--- config.mk ---
export PLATFORM = sky130hd
export DESIGN_NAME = tws_top
export DESIGN_NICKNAME = d
export VERILOG_FILES = /design/src/hdl/tws_pkg.sv /design/src/hdl/tws_top.sv
export VERILOG_INCLUDE_DIRS = /design/src /design/src/hdl
export SDC_FILE = /design/constraint.sdc
export NUM_CORES = 1
export LEC_CHECK = 0
export CAP_MARGIN = 30
export CORE_UTILIZATION = 35
export CTS_CLUSTER_SIZE = 28
export DETAILED_ROUTE_END_ITERATION = 10
export DONT_BUFFER_PORTS = 1
export GPL_TIMING_DRIVEN = 0
export PLACE_DENSITY = 0.6
export SYNTH_ARGS = -nofsm -noshare
export SYNTH_HDL_FRONTEND = slang
export SYNTH_SLANG_ARGS = --single-unit
--- constraint.sdc ---
create_clock -name clk_i -period 3.4 [get_ports clk_i]
set_clock_uncertainty 0.2 [all_clocks]
set_input_delay 0.68 -clock clk_i [delete_from_list [all_inputs] [get_ports clk_i]]
set_output_delay 0.68 -clock clk_i [all_outputs]
set_load 0.01 [all_outputs]
--- src/hdl/tws_defines.svh ---
// register map, field positions, reset values and timing of the two-wire controller
// Overview of operation
// RL1: both lines are only pulled low or released, giving a wired-AND idling high.
// RL2: master waits until the clock line really rises before timing its high period.
// RL3: master makes the bus clock from a programmable prescale, up to 400 kbit/s.
// RL4: master does start, stop, read, write and acknowledge per byte on command.
// RL5: end of every master transfer shows as interrupt and as pollable status bit.
// RL6: after a start the address goes out first, one byte or two for 10-bit.
// RL7: a falling clock from anyone ends our high period and starts our low count.
// RL8: arbitration loss on any driven bit frees the bus and raises an interrupt.
// RL9: software checks acknowledge and arbitration status after every master transfer.
// RL10: slave never makes clock pulses, it only holds the clock low.
// RL11: slave accepts two 7-bit addresses, one 10-bit address or enabled general call.
// RL12: slave ignores reserved addresses 0000 001 to 0000 011, 0000 1XX, 1111 1XX.
// RL13: the all-zero general call is answered only in 7-bit addressing.
// RL14: 1111 0XX starts a 10-bit address, answered only in 10-bit mode.
// RL15: a byte arriving while the last one is unread gets a not-acknowledge.
// RL16: slave transmit and receive share one buffer, a write overwrites preloaded data.
// RL17: slave stretches the clock during a read until software supplies a byte.
// RL18: slave flags read needed, read taken, write available, end of burst, error.
// RL19: optional filter on both inputs rejects pulses shorter than 60 ns.
// RL20: start is data falling with clock high, stop is data rising with clock high.
`ifndef TWS_DEFINES_SVH
`define TWS_DEFINES_SVH
`define TWS_A_PRESC 8'h00
`define TWS_A_CTRL 8'h04
`define TWS_A_CMD 8'h08
`define TWS_A_MSTAT 8'h0C
`define TWS_A_MDATA 8'h10
`define TWS_A_SADDR 8'h14
`define TWS_A_SDATA 8'h18
`define TWS_A_SSTAT 8'h1C
`define TWS_C_MEN 0
`define TWS_C_SEN 1
`define TWS_C_FILT 2
`define TWS_C_GC 3
`define TWS_C_TEN 4
`define TWS_F_DONE 0
`define TWS_F_ARB 1
`define TWS_S_RREQ 0
`define TWS_S_RTAK 1
`define TWS_S_WAV 2
`define TWS_S_EOB 3
`define TWS_S_PERR 4
`define TWS_CTRL_RST 5'h00
`define TWS_SADDR_RST 32'h0000_0000
`define TWS_SYS_HZ 40000000
`define TWS_MAX_BPS 400000
`define TWS_PRESC_RST (`TWS_SYS_HZ / (2 * `TWS_MAX_BPS))
`define TWS_CLK_NS 25
`define TWS_GLITCH_NS 60
`define TWS_FILT_CYC ((`TWS_GLITCH_NS + `TWS_CLK_NS - 1) / `TWS_CLK_NS)
`endif

--- src/hdl/tws_pkg.sv ---
// types shared by the two-wire controller
package tws_pkg;
	typedef enum logic [3:0] {
		M_IDLE, M_STA0, M_STA1, M_STA2, M_STA3, M_LOAD, M_LOW, M_HIGH, M_STO0, M_STO1, M_STO2
	} tws_mst_e;
	typedef enum logic [2:0] {S_IDLE, S_ADDR, S_ADDR2, S_WR, S_RD, S_WAIT} tws_slv_e;
	typedef struct packed {
		logic nak;
		logic wr;
		logic rd;
		logic sto;
		logic sta;
	} tws_cmd_s;
	typedef struct packed {
		logic [5:0] r2;
		logic [9:0] a10;
		logic r1;
		logic [6:0] b;
		logic r0;
		logic [6:0] a;
	} tws_saddr_s;
endpackage : tws_pkg

--- src/hdl/tws_top.sv ---
// two-wire master and slave controller with wishbone register access
//
// The implementer's own choices: the Wishbone slave port and the register addresses.
`timescale 1ns/10ps
`include "tws_defines.svh"
module tws_top (
	// system
	input wire logic clk_i,
	input wire logic rst_i,
	// wishbone slave
	input wire logic wb_cyc_i,
	input wire logic wb_stb_i,
	input wire logic wb_we_i,
	input wire logic [7:0] wb_adr_i,
	input wire logic [3:0] wb_sel_i,
	input wire logic [31:0] wb_dat_i,
	output logic [31:0] wb_dat_o,
	output logic wb_ack_o,
	// serial lines
	input wire logic serial_clock_line_i,
	input wire logic serial_data_line_i,
	output logic serial_clock_line_o,
	output logic serial_clock_line_oe_o,
	output logic serial_data_line_o,
	output logic serial_data_line_oe_o,
	// events
	output logic master_irq_o,
	output logic slave_irq_o
);
	logic ack_q;
	logic [31:0] rdat_q;
	logic wr;
	logic rd;
	logic [31:0] wm;
	logic [15:0] presc_q;
	logic [4:0] ctrl_q;
	tws_pkg::tws_saddr_s saddr_q;
	logic [7:0] mtx_q;
	logic [1:0] flt;
	logic scl;
	logic sda;
	logic scl_p_q;
	logic sda_p_q;
	logic scl_r;
	logic scl_f;
	logic sta_det;
	logic sto_det;
	logic bus_busy_q;
	tws_pkg::tws_mst_e ms_q;
	tws_pkg::tws_cmd_s cmd_q;
	logic [15:0] mcnt_q;
	logic [3:0] mbit_q;
	logic [8:0] msh_q;
	logic [7:0] mrx_q;
	logic rxnak_q;
	logic m_scl_q;
	logic m_sda_q;
	logic mhi_q;
	logic [1:0] mev_q;
	logic [1:0] mflag_q;
	logic cmdw;
	logic tdone;
	logic own;
	logic hi_end;
	tws_pkg::tws_slv_e sst_q;
	tws_pkg::tws_slv_e snx_q;
	logic [3:0] sbit_q;
	logic [7:0] ssh_q;
	logic [7:0] buf_q;
	logic full_q;
	logic txv_q;
	logic ten_q;
	logic mnak_q;
	logic s_scl_q;
	logic s_sda_q;
	logic [4:0] sev_q;
	logic [4:0] sflag_q;
	logic sact;
	logic [6:0] sa;
	logic hit7;
	logic pre10;
	logic lo_q;
	logic scl_oe_q;
	logic sda_oe_q;
	logic mirq_q;
	logic sirq_q;

	function automatic logic [31:0] mwr(input logic [31:0] o, input logic [31:0] d,
		input logic [31:0] m);
		return (o & ~m) | (d & m);
	endfunction : mwr

	// wishbone slave, one wait state
	assign wr = wb_cyc_i & wb_stb_i & wb_we_i & ack_q;
	assign rd = wb_cyc_i & wb_stb_i & ~wb_we_i & ~ack_q;
	assign wm = {{8{wb_sel_i[3]}}, {8{wb_sel_i[2]}}, {8{wb_sel_i[1]}}, {8{wb_sel_i[0]}}};
	assign wb_ack_o = ack_q;
	assign wb_dat_o = rdat_q;

	always_ff @(posedge clk_i) begin
		if (rst_i) begin
			ack_q <= 1'b0;
			rdat_q <= 32'h0000_0000;
		end else begin
			ack_q <= wb_cyc_i & wb_stb_i & ~ack_q;
			if (rd) begin
				case (wb_adr_i)
					`TWS_A_PRESC: rdat_q <= {16'h0000, presc_q};
					`TWS_A_CTRL: rdat_q <= {27'h0000000, ctrl_q};
					`TWS_A_MSTAT: rdat_q <= {27'h0000000, bus_busy_q, ms_q != tws_pkg::M_IDLE,
						rxnak_q, mflag_q}; // [RL5] [RL9]
					`TWS_A_MDATA: rdat_q <= {24'h000000, mrx_q};
					`TWS_A_SADDR: rdat_q <= saddr_q;
					`TWS_A_SDATA: rdat_q <= {24'h000000, buf_q};
					`TWS_A_SSTAT: rdat_q <= {26'h0000000, full_q, sflag_q};
					default: rdat_q <= 32'h0000_0000;
				endcase
			end
		end
	end

	// configuration registers
	always_ff @(posedge clk_i) begin
		if (rst_i) begin
			presc_q <= 16'(`TWS_PRESC_RST);
			ctrl_q <= `TWS_CTRL_RST;
			saddr_q <= `TWS_SADDR_RST;
			mtx_q <= 8'h00;
		end else if (wr) begin
			if (wb_adr_i == `TWS_A_PRESC)
				presc_q <= 16'(mwr({16'h0000, presc_q}, wb_dat_i, wm)); // [RL3]
			if (wb_adr_i == `TWS_A_CTRL)
				ctrl_q <= 5'(mwr({27'h0000000, ctrl_q}, wb_dat_i, wm));
			if (wb_adr_i == `TWS_A_SADDR)
				saddr_q <= mwr(saddr_q, wb_dat_i, wm) & 32'h03FF_7F7F;
			if (wb_adr_i == `TWS_A_MDATA && wb_sel_i[0])
				mtx_q <= wb_dat_i[7:0];
		end
	end

	// input synchronisers and glitch filter
	for (genvar g = 0; g < 2; g++) begin : g_in
		logic s1_q;
		logic s2_q;
		logic f_q;
		logic [1:0] fc_q;
		assign flt[g] = f_q;
		always_ff @(posedge clk_i) begin
			if (rst_i) begin
				s1_q <= 1'b1;
				s2_q <= 1'b1;
				f_q <= 1'b1;
				fc_q <= 2'h0;
			end else begin
				s1_q <= g ? serial_clock_line_i : serial_data_line_i;
				s2_q <= s1_q;
				if (s2_q == f_q) begin
					fc_q <= 2'h0;
				end else if (!ctrl_q[`TWS_C_FILT] || fc_q == 2'(`TWS_FILT_CYC - 1)) begin
					f_q <= s2_q; // [RL19]
					fc_q <= 2'h0;
				end else begin
					fc_q <= fc_q + 2'h1;
				end
			end
		end
	end

	// line events
	assign scl = flt[1];
	assign sda = flt[0];
	assign scl_r = scl & ~scl_p_q;
	assign scl_f = ~scl & scl_p_q;
	assign sta_det = scl & scl_p_q & sda_p_q & ~sda; // [RL20]
	assign sto_det = scl & scl_p_q & ~sda_p_q & sda; // [RL20]

	always_ff @(posedge clk_i) begin
		if (rst_i) begin
			scl_p_q <= 1'b1;
			sda_p_q <= 1'b1;
			bus_busy_q <= 1'b0;
		end else begin
			scl_p_q <= scl;
			sda_p_q <= sda;
			if (sta_det)
				bus_busy_q <= 1'b1;
			else if (sto_det)
				bus_busy_q <= 1'b0;
		end
	end

	// master byte engine
	assign cmdw = wr & (wb_adr_i == `TWS_A_CMD) & wb_sel_i[0] & ctrl_q[`TWS_C_MEN];
	assign tdone = mcnt_q >= presc_q;
	assign own = msh_q[8] & ((cmd_q.wr & mbit_q < 4'h8) | (cmd_q.rd & mbit_q == 4'h8));
	assign hi_end = (scl & tdone) | (~scl & mhi_q); // [RL7]

	always_ff @(posedge clk_i) begin
		if (rst_i) begin
			ms_q <= tws_pkg::M_IDLE;
			cmd_q <= '0;
			mcnt_q <= 16'h0000;
			mbit_q <= 4'h0;
			msh_q <= 9'h000;
			mrx_q <= 8'h00;
			rxnak_q <= 1'b0;
			m_scl_q <= 1'b0;
			m_sda_q <= 1'b0;
			mhi_q <= 1'b0;
			mev_q <= 2'h0;
		end else begin
			mev_q <= 2'h0;
			mcnt_q <= mcnt_q + 16'h0001;
			case (ms_q)
				tws_pkg::M_IDLE: begin
					mcnt_q <= 16'h0000;
					if (!ctrl_q[`TWS_C_MEN]) begin
						m_scl_q <= 1'b0;
						m_sda_q <= 1'b0;
					end else if (cmdw && ms_q == tws_pkg::M_IDLE) begin
						cmd_q <= tws_pkg::tws_cmd_s'(wb_dat_i[4:0]);
						if (wb_dat_i[0])
							ms_q <= tws_pkg::M_STA0; // [RL4] [RL6]
						else if (wb_dat_i[2] | wb_dat_i[3])
							ms_q <= tws_pkg::M_LOAD; // [RL4]
						else if (wb_dat_i[1])
							ms_q <= tws_pkg::M_STO0; // [RL4]
					end
				end
				tws_pkg::M_STA0: begin
					m_sda_q <= 1'b0;
					if (bus_busy_q && !m_scl_q) begin
						ms_q <= tws_pkg::M_IDLE; // [RL8]
						mev_q <= 2'h3;
					end else if (tdone) begin
						mcnt_q <= 16'h0000;
						ms_q <= tws_pkg::M_STA1;
					end
				end
				tws_pkg::M_STA1: begin
					m_scl_q <= 1'b0;
					if (!scl) begin
						mcnt_q <= 16'h0000; // [RL2]
					end else if (tdone) begin
						mcnt_q <= 16'h0000;
						if (!sda) begin
							ms_q <= tws_pkg::M_IDLE; // [RL8]
							mev_q <= 2'h3;
						end else begin
							ms_q <= tws_pkg::M_STA2;
						end
					end
				end
				tws_pkg::M_STA2: begin
					m_sda_q <= 1'b1;
					if (tdone) begin
						mcnt_q <= 16'h0000;
						ms_q <= tws_pkg::M_STA3;
					end
				end
				tws_pkg::M_STA3: begin
					m_scl_q <= 1'b1;
					if (tdone) begin
						mcnt_q <= 16'h0000;
						if (cmd_q.rd | cmd_q.wr) begin
							ms_q <= tws_pkg::M_LOAD;
						end else begin
							ms_q <= tws_pkg::M_IDLE;
							mev_q <= 2'h1;
						end
					end
				end
				tws_pkg::M_LOAD: begin
					msh_q <= cmd_q.wr ? {mtx_q, 1'b1} : {8'hFF, cmd_q.nak}; // [RL4]
					mbit_q <= 4'h0;
					mcnt_q <= 16'h0000;
					ms_q <= tws_pkg::M_LOW;
				end
				tws_pkg::M_LOW: begin
					m_scl_q <= 1'b1; // [RL3]
					m_sda_q <= ~msh_q[8];
					if (tdone) begin
						mcnt_q <= 16'h0000;
						mhi_q <= 1'b0;
						ms_q <= tws_pkg::M_HIGH;
					end
				end
				tws_pkg::M_HIGH: begin
					m_scl_q <= 1'b0;
					if (scl)
						mhi_q <= 1'b1;
					else
						mcnt_q <= 16'h0000; // [RL2]
					if (scl && mhi_q && own && !sda) begin
						m_sda_q <= 1'b0; // [RL8]
						ms_q <= tws_pkg::M_IDLE;
						mev_q <= 2'h3;
					end else if (hi_end) begin
						m_scl_q <= 1'b1; // [RL7]
						mcnt_q <= 16'h0000;
						msh_q <= {msh_q[7:0], sda};
						mbit_q <= mbit_q + 4'h1;
						if (mbit_q != 4'h8) begin
							ms_q <= tws_pkg::M_LOW;
						end else begin
							mrx_q <= msh_q[7:0];
							rxnak_q <= sda;
							m_sda_q <= 1'b0;
							if (cmd_q.sto) begin
								ms_q <= tws_pkg::M_STO0;
							end else begin
								ms_q <= tws_pkg::M_IDLE;
								mev_q <= 2'h1; // [RL5]
							end
						end
					end
				end
				tws_pkg::M_STO0: begin
					m_scl_q <= 1'b1;
					m_sda_q <= 1'b1;
					if (tdone) begin
						mcnt_q <= 16'h0000;
						ms_q <= tws_pkg::M_STO1;
					end
				end
				tws_pkg::M_STO1: begin
					m_scl_q <= 1'b0;
					if (!scl) begin
						mcnt_q <= 16'h0000; // [RL2]
					end else if (tdone) begin
						mcnt_q <= 16'h0000;
						ms_q <= tws_pkg::M_STO2;
					end
				end
				tws_pkg::M_STO2: begin
					m_sda_q <= 1'b0;
					if (tdone) begin
						ms_q <= tws_pkg::M_IDLE;
						mev_q <= 2'h1; // [RL5]
					end
				end
				default: ms_q <= tws_pkg::M_IDLE;
			endcase
		end
	end

	// master sticky flags, set wins over clear
	always_ff @(posedge clk_i) begin
		if (rst_i) begin
			mflag_q <= 2'h0;
			mirq_q <= 1'b0;
		end else begin
			mflag_q <= (mflag_q & ~((wr && wb_adr_i == `TWS_A_MSTAT && wb_sel_i[0]) ?
				wb_dat_i[1:0] : 2'h0)) | mev_q; // [RL5] [RL8]
			mirq_q <= |mflag_q;
		end
	end

	// slave address decode
	assign sact = sst_q != tws_pkg::S_IDLE && sst_q != tws_pkg::S_WAIT;
	assign sa = ssh_q[7:1];
	assign hit7 = (sa == saddr_q.a || sa == saddr_q.b) && !(sa[6:3] == 4'h0) &&
		!(sa[6:3] == 4'hF); // [RL11] [RL12]
	assign pre10 = ctrl_q[`TWS_C_TEN] && sa[6:2] == 5'h1E &&
		sa[1:0] == saddr_q.a10[9:8]; // [RL14]

	// slave byte engine
	always_ff @(posedge clk_i) begin
		if (rst_i) begin
			sst_q <= tws_pkg::S_IDLE;
			snx_q <= tws_pkg::S_IDLE;
			sbit_q <= 4'h0;
			ssh_q <= 8'h00;
			buf_q <= 8'h00;
			full_q <= 1'b0;
			txv_q <= 1'b0;
			ten_q <= 1'b0;
			mnak_q <= 1'b0;
			s_scl_q <= 1'b0;
			s_sda_q <= 1'b0;
			sev_q <= 5'h00;
		end else begin
			sev_q <= 5'h00;
			if (rd && wb_adr_i == `TWS_A_SDATA)
				full_q <= 1'b0;
			if (!ctrl_q[`TWS_C_SEN]) begin
				sst_q <= tws_pkg::S_IDLE;
				s_scl_q <= 1'b0;
				s_sda_q <= 1'b0;
			end else if (sta_det || sto_det) begin
				sev_q[`TWS_S_EOB] <= sst_q != tws_pkg::S_IDLE; // [RL18]
				// one clock rise is always seen before a stop or restart
				sev_q[`TWS_S_PERR] <= sact && sbit_q > 4'h1; // [RL18]
				sst_q <= sta_det ? tws_pkg::S_ADDR : tws_pkg::S_IDLE;
				if (sto_det)
					ten_q <= 1'b0;
				sbit_q <= 4'h0;
				s_scl_q <= 1'b0;
				s_sda_q <= 1'b0;
			end else begin
				if (scl_r && sact) begin
					sbit_q <= sbit_q + 4'h1;
					if (sst_q != tws_pkg::S_RD && sbit_q < 4'h8)
						ssh_q <= {ssh_q[6:0], sda};
					if (sbit_q == 4'h8)
						mnak_q <= sda;
				end
				if (scl_f && sact && sbit_q == 4'h8) begin
					s_sda_q <= 1'b0;
					snx_q <= tws_pkg::S_WAIT;
					case (sst_q)
						tws_pkg::S_ADDR: begin
							if (hit7 || (sa == 7'h00 && ctrl_q[`TWS_C_GC] &&
								!ctrl_q[`TWS_C_TEN])) begin
								s_sda_q <= 1'b1; // [RL11] [RL13]
								snx_q <= ssh_q[0] ? tws_pkg::S_RD : tws_pkg::S_WR;
							end else if (pre10 && (!ssh_q[0] || ten_q)) begin
								s_sda_q <= 1'b1; // [RL14]
								snx_q <= ssh_q[0] ? tws_pkg::S_RD : tws_pkg::S_ADDR2;
							end
						end
						tws_pkg::S_ADDR2: begin
							if (ssh_q == saddr_q.a10[7:0]) begin
								s_sda_q <= 1'b1; // [RL11]
								ten_q <= 1'b1;
								snx_q <= tws_pkg::S_WR;
							end
						end
						tws_pkg::S_WR: begin
							if (!full_q) begin
								buf_q <= ssh_q; // [RL16]
								full_q <= 1'b1;
								txv_q <= 1'b0; // [RL16]
								sev_q[`TWS_S_WAV] <= 1'b1; // [RL18]
								s_sda_q <= 1'b1;
								snx_q <= tws_pkg::S_WR;
							end
						end
						default: snx_q <= tws_pkg::S_RD;
					endcase
				end else if (scl_f && sact && sbit_q == 4'h9) begin
					sbit_q <= 4'h0;
					s_sda_q <= 1'b0;
					if (sst_q == tws_pkg::S_RD && mnak_q) begin
						sst_q <= tws_pkg::S_WAIT;
					end else begin
						sst_q <= snx_q; // [RL15]
						if (snx_q == tws_pkg::S_RD) begin
							s_scl_q <= 1'b1; // [RL10]
							sev_q[`TWS_S_RREQ] <= !txv_q; // [RL18]
						end
					end
				end else if (scl_f && sst_q == tws_pkg::S_RD && sbit_q != 4'h0) begin
					ssh_q <= {ssh_q[6:0], 1'b0};
					s_sda_q <= ~ssh_q[6];
				end else if (sst_q == tws_pkg::S_RD && s_scl_q && txv_q) begin
					ssh_q <= buf_q; // [RL17]
					s_sda_q <= ~buf_q[7];
					txv_q <= 1'b0;
					s_scl_q <= 1'b0;
					sev_q[`TWS_S_RTAK] <= 1'b1; // [RL18]
				end
			end
			if (wr && wb_adr_i == `TWS_A_SDATA && wb_sel_i[0]) begin
				buf_q <= wb_dat_i[7:0]; // [RL16]
				txv_q <= 1'b1;
			end
		end
	end

	// slave sticky flags, set wins over clear
	always_ff @(posedge clk_i) begin
		if (rst_i) begin
			sflag_q <= 5'h00;
			sirq_q <= 1'b0;
		end else begin
			sflag_q <= (sflag_q & ~((wr && wb_adr_i == `TWS_A_SSTAT && wb_sel_i[0]) ?
				wb_dat_i[4:0] : 5'h00)) | sev_q; // [RL18]
			sirq_q <= |sflag_q;
		end
	end

	// open-drain pin drivers
	always_ff @(posedge clk_i) begin
		if (rst_i) begin
			lo_q <= 1'b0;
			scl_oe_q <= 1'b0;
			sda_oe_q <= 1'b0;
		end else begin
			lo_q <= 1'b0; // [RL1]
			scl_oe_q <= m_scl_q | s_scl_q; // [RL1] [RL10]
			sda_oe_q <= m_sda_q | s_sda_q; // [RL1]
		end
	end

	assign serial_clock_line_o = lo_q;
	assign serial_data_line_o = lo_q;
	assign serial_clock_line_oe_o = scl_oe_q;
	assign serial_data_line_oe_o = sda_oe_q;
	assign master_irq_o = mirq_q;
	assign slave_irq_o = sirq_q;
endmodule : tws_top

==> qor.csv, run 1 <==
metric,value,unit
predominant post-synthesis flop cell,dfxtp_1,
worst slew margin relative to its limit,36.2,%
crit end category,flop,
Final Slew Violations,0,
overall power after layout,4.89,mW
initial core utilization,35.8,%
RSZ-0062 raised after global routing,false,
final cycle utilization of the critical path,93.3,%
average instance area after synthesis,8.53,sq um
required time reported for the critical path endpoint,3.58,ns
arrival time worst endpoint,3.35,ns
final setup vio count,0,
Crit Path Class,reg2reg,
width of the chip,168,um
die outline height,168,um
area occupied by registers,3840,sq um
register clock-pin slew on the reported worst setup and hold paths,0.08,ns
switching power summed over all nets,1.36,mW
pwr dens,456,nW/um^2
combined area of the multi-input logic cells,5320,sq um
Max Clk Rate,0.315,GHz
Critical Path Fanout Max,10,
I/O pins,90,
Vias,8371,
leakage power,3.85,nW
global route overflow,0,
Layout Cell Area excl Fill,10700,sq um
number of flops mapped to enable cells by yosys,0,
iteration count of the initial detailed-routing pass,8,
Hold Slack,0.151,ns
number of clock sinks,192,
Inserted Diodes,0,
vias in the first global route,7829,
number of levels in the clock H-tree,4,
estimated wirelength of the detail-placed design,21500,um
area delta synth->final,10.8,%
count of input and output buffers,0,
detail-routed net length per standard cell,19.0,um
"Core Util, Final",39.7,%
CTS hold repair buffers,0,
TritonCTS Buffers,17,
number of distinct library cells after synthesis,76,
switching power share of the total,27.7,%
Final Wtd Congestion,0.911,
maximum cell stage delay along the critical path,0.63,ns
number of remaining DRC errors,0,
net count of the finished layout,1237,
CTS tree,yes,
final antenna-violating net count,0,
slew at the pin with the worst max-slew slack,0.949,ns
area share of the largest cell type after synthesis,39.7,%
Syn Std Cell Area,9690,sq um
Worst Hold Class,in2reg,
Root Buffer,clkbuf_16,
maximum clock insertion buffer count,2,
core area,27000,sq um
clk_lat worst skew,0.44,ns
number of DRC violations after detailed-routing iteration 0,780,
Reg power frac,47.4,%
number of core rows,60,
area post-placement,10100,sq um
number of synthesized register bits,192,
number of antenna violations at the first check in global routing,0,
leading area contributor after synthesis,dfxtp_1,
routed vias/inst,5.53,
number of violations of the max-capacitance limit,0,
final WL,28800,um
peak supply drop,0.288,mV
hold violation total from the final report,0,
critical-path cell with the highest stage delay,o311ai_1,
cell types occupying the most area after synthesis,"dfxtp_1 (40%), mux2i_1 (8.9%), nor2_1 (5.7%)",
global-route wire length before repair,44800,um
global-route usage over all layers,20.4,%
post-placement worst setup slack,0.0625,ns
chain of cells forming the critical path,"inv_1, ha_1, nor2b_1, o211a_1, o311ai_1, nand3_2, a31o_2, buf_1, nor2_1",
proportion of layout cells with a drive suffix above 1,8.01,%
status,"finished, final reports clean",
Yosys warning total,0,
Internal Dissipation,3.54,mW
portion of total power attributed to the clock network,41.2,%
sequential fraction of the synthesis area,39.7,%
launching element type of the critical path,flop,
Gate power share,11.4,%
total of fill cells in the finished design,2739,
cell count after synthesis,1135,
share of async-settable or async-resettable flops after synthesis,0,%
setup slack after layout,0.227,ns
shortest clock period the worst path allows after layout,3.17,ns
pin count of the biggest net entering global routing,18,
Total Die Area,28300,sq um
==> synth_stat cells, types with 9 or more instances <==
library cell / count
nor2b_1: 13
mux2i_1: 86
o211ai_1: 16
xnor2_1: 33
nor3_1: 22
xor2_1: 13
clkbuf_1: 52
and3_1: 12
a21oi_1: 58
or2_2: 9
o21ai_0: 33
ha_1: 24
nor4_1: 11
nand3b_1: 11
nand2b_1: 10
nand4_1: 15
a211oi_1: 14
inv_1: 46
buf_1: 10
dfxtp_1: 192
nor2_1: 146
buf_2: 10
a22oi_1: 22
nand3_1: 47
nand2_1: 93
a221oi_1: 9
and2_1: 9
buf_4: 10
==> power groups by stage <==
stage	Combinational [mW]	Clock [mW]	Sequential (mW)
after floorplan	0.404	0	2.36
after global placement	0.552	0	2.37
after detailed placement	0.546	0	2.37
after CTS	0.548	2.05	2.32
after global routing	0.615	2.16	2.32
final	0.557	2.02	2.32
==> cell families (layout without fill, tap and decap cells) <==
logic type | Yosys count | count (layout) | synth area share (%)
adder cells (fa/ha/maj) | 24 | 24 | 3.10
multiplexers | 90 | 90 | 9.59
flip-flops | 192 | 192 | 39.7
AO/OA/AOI/OAI | 221 | 221 | 16.1
XOR/XNOR | 46 | 46 | 4.16
other | 1 | 8 | 0.0387
AND/OR/NAND/NOR | 428 | 428 | 21.6
buffers and inverters | 133 | 165 | 5.75
==> per-layer routing <==
layer / vias to the layer above / part of all wire, % / GRT usage (%)
met4: 0 / 1.5 / 5.34
met1: 3983 / 47 / 28.2
met3: 29 / 6.4 / 4.11
met2: 293 / 45 / 32.1
met5: - / 0 / 0
li1: 4066 / - / -
==> what timing repair did <==
item                                    in CTS  in global routing
endpoints found under the setup margin       0                 17
buffers inserted                             0                  0
gates resized for setup                      0                  2
==> final cells by class <==
class	count	share of cell area [%]
flip-flops and latches	192	35.8
clock buffers	20	4.26
well taps	341	3.98
multi-input cells	817	49.6
plain buffers	83	3.44
clock inverters	11	1.13
inverters	50	1.75
repair buffers	1	0.0466
==> worst max-delay path, delay by kind of cell, from the launching register on <==
| family | cells | cell delay (ns) |
|---|---|---|
| AOI/OAI and AO/OA | 3 | 1.26 |
| and+or+nand+nor | 3 | 0.65 |
| adders and majority gates | 1 | 0.31 |
| buffers and inverters | 2 | 0.35 |
| DFF | 1 | 0.35 |
==> path summary, 6_finish.rpt <==
path / from / to / slack (ns) / cells after the start
max: flop / mcnt_q[14]$_SDFF_PP0_ / 0.23 / 9
min: serial_data_line_i / g_in[0].s1_q$_SDFF_PP1_ / 0.15 / 1
max reg2reg: flop / mcnt_q[14]$_SDFF_PP0_ / 0.23 / 9
min reg2reg: g_in[1].s1_q$_SDFF_PP1_ / g_in[1].s2_q$_SDFF_PP1_ / 0.21 / 1
==> per-stage QoR <==
stage / TNS [ns] / std cells
4_1_cts: 0 / 1515
3_3_place_gp: -0.00587 / 1483
6_report: 0 / 1515
3_5_place_dp: 0 / 1484
2_1_floorplan: 0 / 1142
5_1_grt: 0 / 1515
==> cell usage in the layout (no fill, tap or decap), types with 5 or more instances in the layout <==
| cell | netlist | layout |
|---|---|---|
| a211oi_1 | 14 | 14 |
| a21oi_1 | 58 | 58 |
| a221oi_1 | 9 | 8 |
| a22o_2 | 7 | 7 |
| a22oi_1 | 22 | 22 |
| a31o_2 | 6 | 6 |
| a31oi_1 | 6 | 6 |
| and2_1 | 9 | 9 |
| and3_1 | 12 | 12 |
| buf_1 | 10 | 10 |
| buf_2 | 10 | 11 |
| buf_4 | 10 | 10 |
| clkbuf_1 | 52 | 53 |
| clkbuf_16 | 0 | 17 |
| conb_1 | 1 | 8 |
| dfxtp_1 | 192 | 192 |
| ha_1 | 24 | 24 |
| inv_1 | 46 | 46 |
| mux2i_1 | 86 | 86 |
| nand2_1 | 93 | 93 |
| nand2b_1 | 10 | 10 |
| nand3_1 | 47 | 46 |
| nand3b_1 | 11 | 11 |
| nand4_1 | 15 | 15 |
| nor2_1 | 146 | 146 |
| nor2b_1 | 13 | 13 |
| nor3_1 | 22 | 22 |
| nor3b_1 | 5 | 5 |
| nor4_1 | 11 | 11 |
| o211ai_1 | 16 | 16 |
| o21ai_0 | 33 | 33 |
| o221ai_1 | 6 | 6 |
| o22a_1 | 6 | 6 |
| o31ai_1 | 5 | 5 |
| or2_2 | 9 | 9 |
| xnor2_1 | 33 | 33 |
| xor2_1 | 13 | 13 |
(Power assumes the default switching activity.)
==> run 2: changes to the inputs <==
CORE_ASPECT_RATIO = 0.75   (was not set)
CORE_MARGIN = 4   (was not set)
CTS_BUF_LIST = sky130_fd_sc_hd__clkbuf_8   (was not set)
==> qor.csv, run 2 (same netlist as run 1, synthesis figures left out) <==
metric,value,unit,change
die outline height,152,um,was 168 um
register clock-pin slew on the reported worst setup and hold paths,0.11,ns,was 0.08 ns
Vias,8339,,was 8371
worst slew margin relative to its limit,35.3,%,was 36.2%
pin count of the biggest net entering global routing,20,,was 18
detail-routed net length per standard cell,19.5,um,was 19.0 um
width of the chip,200,um,was 168 um
maximum clock insertion buffer count,2,,unchanged
Worst Hold Class,in2reg,,unchanged
busiest layer in global routing,met1,,was met2
hold violation total from the final report,0,,unchanged
Crit Path Class,reg2reg,,unchanged
iteration count of the initial detailed-routing pass,8,,unchanged
clk_lat worst skew,0.50,ns,was 0.44 ns
Final Slew Violations,0,,unchanged
met2 track demand over resource,26.9,%,was 32.1%
setup TNS,0,ns,unchanged
final WL,29700,um,was 28800 um
core area,27100,sq um,was 27000 sq um
final setup vio count,0,,unchanged
"Core Util, Final",39.1,%,was 39.7%
number of remaining DRC errors,0,,unchanged
vias in the first global route,7812,,was 7829
area post-placement,10200,sq um,was 10100 sq um
chain of cells forming the critical path,"inv_1, ha_1, nor2b_1, o211a_1, o311ai_1, nand3_2, o2111ai_2, mux2i_1",,"was inv_1, ha_1, nor2b_1, o211a_1, o311ai_1, nand3_2, a31o_2, buf_1, nor2_1"
slew at the pin with the worst max-slew slack,0.962,ns,was 0.949 ns
Critical Path Fanout Max,8,,was 10
Reg power frac,51.3,%,was 47.4%
crit end category,flop,,unchanged
arrival time worst endpoint,3.33,ns,was 3.35 ns
initial core utilization,35.7,%,was 35.8%
Layout Cell Area excl Fill,10600,sq um,was 10700 sq um
"commonest cells after routing, fill and taps aside","dfxtp_1 (192), nor2_1 (146), nand2_1 (93)",,unchanged
CTS hold repair buffers,0,,unchanged
met3 track demand over resource,4.63,%,was 4.11%
pwr dens,427,nW/um^2,was 456 nW/um^2
I/O pins,90,,unchanged
Max Clk Rate,0.321,GHz,was 0.315 GHz
Root Buffer,clkbuf_8,,was clkbuf_16
Final Wtd Congestion,0.923,,was 0.911
portion of total power attributed to the clock network,36.5,%,was 41.2%
hold path startpoint,serial_clock_line_i,,was serial_data_line_i
switching power share of the total,30.0,%,was 27.7%
Inserted Diodes,0,,unchanged
critical-path cell with the highest stage delay,o311ai_1,,unchanged
number of levels in the clock H-tree,4,,unchanged
routed vias/inst,5.46,,was 5.53
estimated wirelength of the detail-placed design,22600,um,was 21500 um
overall power after layout,4.53,mW,was 4.89 mW
switching power summed over all nets,1.36,mW,about the same
final cycle utilization of the critical path,91.5,%,was 93.3%
final antenna-violating net count,0,,unchanged
proportion of layout cells with a drive suffix above 1,8.17,%,was 8.01%
net count of the finished layout,1237,,unchanged
RSZ-0062 raised after global routing,false,,unchanged
number of DRC violations after detailed-routing iteration 0,857,,was 780
number of clock sinks,192,,unchanged
global route overflow,0,,unchanged
area delta synth->final,9.39,%,was 10.8%
Total Die Area,30400,sq um,was 28300 sq um
shortest clock period the worst path allows after layout,3.11,ns,was 3.17 ns
peak supply drop,0.278,mV,was 0.288 mV
Gate power share,12.3,%,was 11.4%
launching element type of the critical path,flop,,unchanged
required time reported for the critical path endpoint,3.62,ns,was 3.58 ns
CTS tree,yes,,unchanged
number of violations of the max-capacitance limit,0,,unchanged
number of antenna violations at the first check in global routing,0,,unchanged
maximum cell stage delay along the critical path,0.60,ns,was 0.63 ns
count of input and output buffers,0,,unchanged
Internal Dissipation,3.17,mW,was 3.54 mW
global-route wire length before repair,46100,um,was 44800 um
TritonCTS Buffers,17,,unchanged
leakage power,3.80,nW,was 3.85 nW
met1 routing resource usage after global routing,30.3,%,was 28.2%
most frequent standard cell in the layout excluding fill and tap cells,dfxtp_1,,unchanged
global-route usage over all layers,19.3,%,was 20.4%
number of core rows,52,,was 60
status,"finished, final reports clean",,unchanged
[run 2: cell count changes in the layout (fill, tap and decap cells not counted), sizes merged]
| cell | previous run | this run |
|---|---|---|
| clkinv | 5 | 8 |
| bufinv | 1 | 2 |
| clkinvlp | 3 | 0 |
| clkbuf | 72 | 69 |
| inv | 52 | 55 |
[run 2: layout make-up]
class	instances	area, sq um
plain buffers	83	369
multi-input cells	817	5320
inverters	50	188
clock buffers	17	234
repair buffers	1	5.00
clock inverters	15	194
flip-flops and latches	192	3840
fillers	2795	16500
well taps	351	439
[run 2: power by group through the flow]
stage | Sequential [mW] | Clock [mW] | Combinational (mW)
2_1_floorplan | 2.36 | 0 | 0.404
3_5_place_dp | 2.37 | 0 | 0.546
5_1_grt | 2.33 | 1.77 | 0.607
4_1_cts | 2.32 | 1.68 | 0.549
6_report | 2.32 | 1.65 | 0.555
3_3_place_gp | 2.37 | 0 | 0.549
[run 2: worst paths after layout]
| check | end | slack, ns | cells after the start |
|---|---|---|---|
| worst max-delay path | mrx_q[5]$_SDFFE_PP0P_ | 0.29 | 8 |
| worst min-delay path | g_in[1].s1_q$_SDFF_PP1_ | 0.08 | 1 |
| worst max register to register | mrx_q[5]$_SDFFE_PP0P_ | 0.29 | 8 |
| worst min register to register | g_in[1].s2_q$_SDFF_PP1_ | 0.22 | 1 |
[run 2: through the flow]
step | setup WS, ns | hold slack, ns | cells
after global routing | 0.0625 | 0.0441 | 1526
after CTS | 0.143 | 0.0404 | 1526
after global placement | 0.112 | 0.192 | 1493
final | 0.289 | 0.0794 | 1526
after floorplan | 0.656 | 0.189 | 1142
after detailed placement | 0.135 | 0.197 | 1494
[run 2: critical path, delay by kind of cell, from the launching register on]
| family | cells | cell delay, ns |
|---|---|---|
| adder cells (fa/ha/maj) | 1 | 0.30 |
| flip-flops | 1 | 0.36 |
| multiplexers | 1 | 0.24 |
| buffers and inverters | 1 | 0.07 |
| AND/OR/NAND/NOR | 2 | 0.49 |
| AO/OA/AOI/OAI | 3 | 1.37 |
[run 2: layer usage]
metal | vias to the layer above | wire length (um)
li1 | 4064 | -
met2 | 287 | 12300
met4 | 0 | 170
met3 | 18 | 2530
met1 | 3970 | 14700
met5 | - | 0
[run 2: repair_timing]
action                     4_1_cts  5_1_grt
setup endpoints to repair        0       17
hold endpoints to repair         0        0
buffers inserted                 0        0
gates resized for setup          0        2
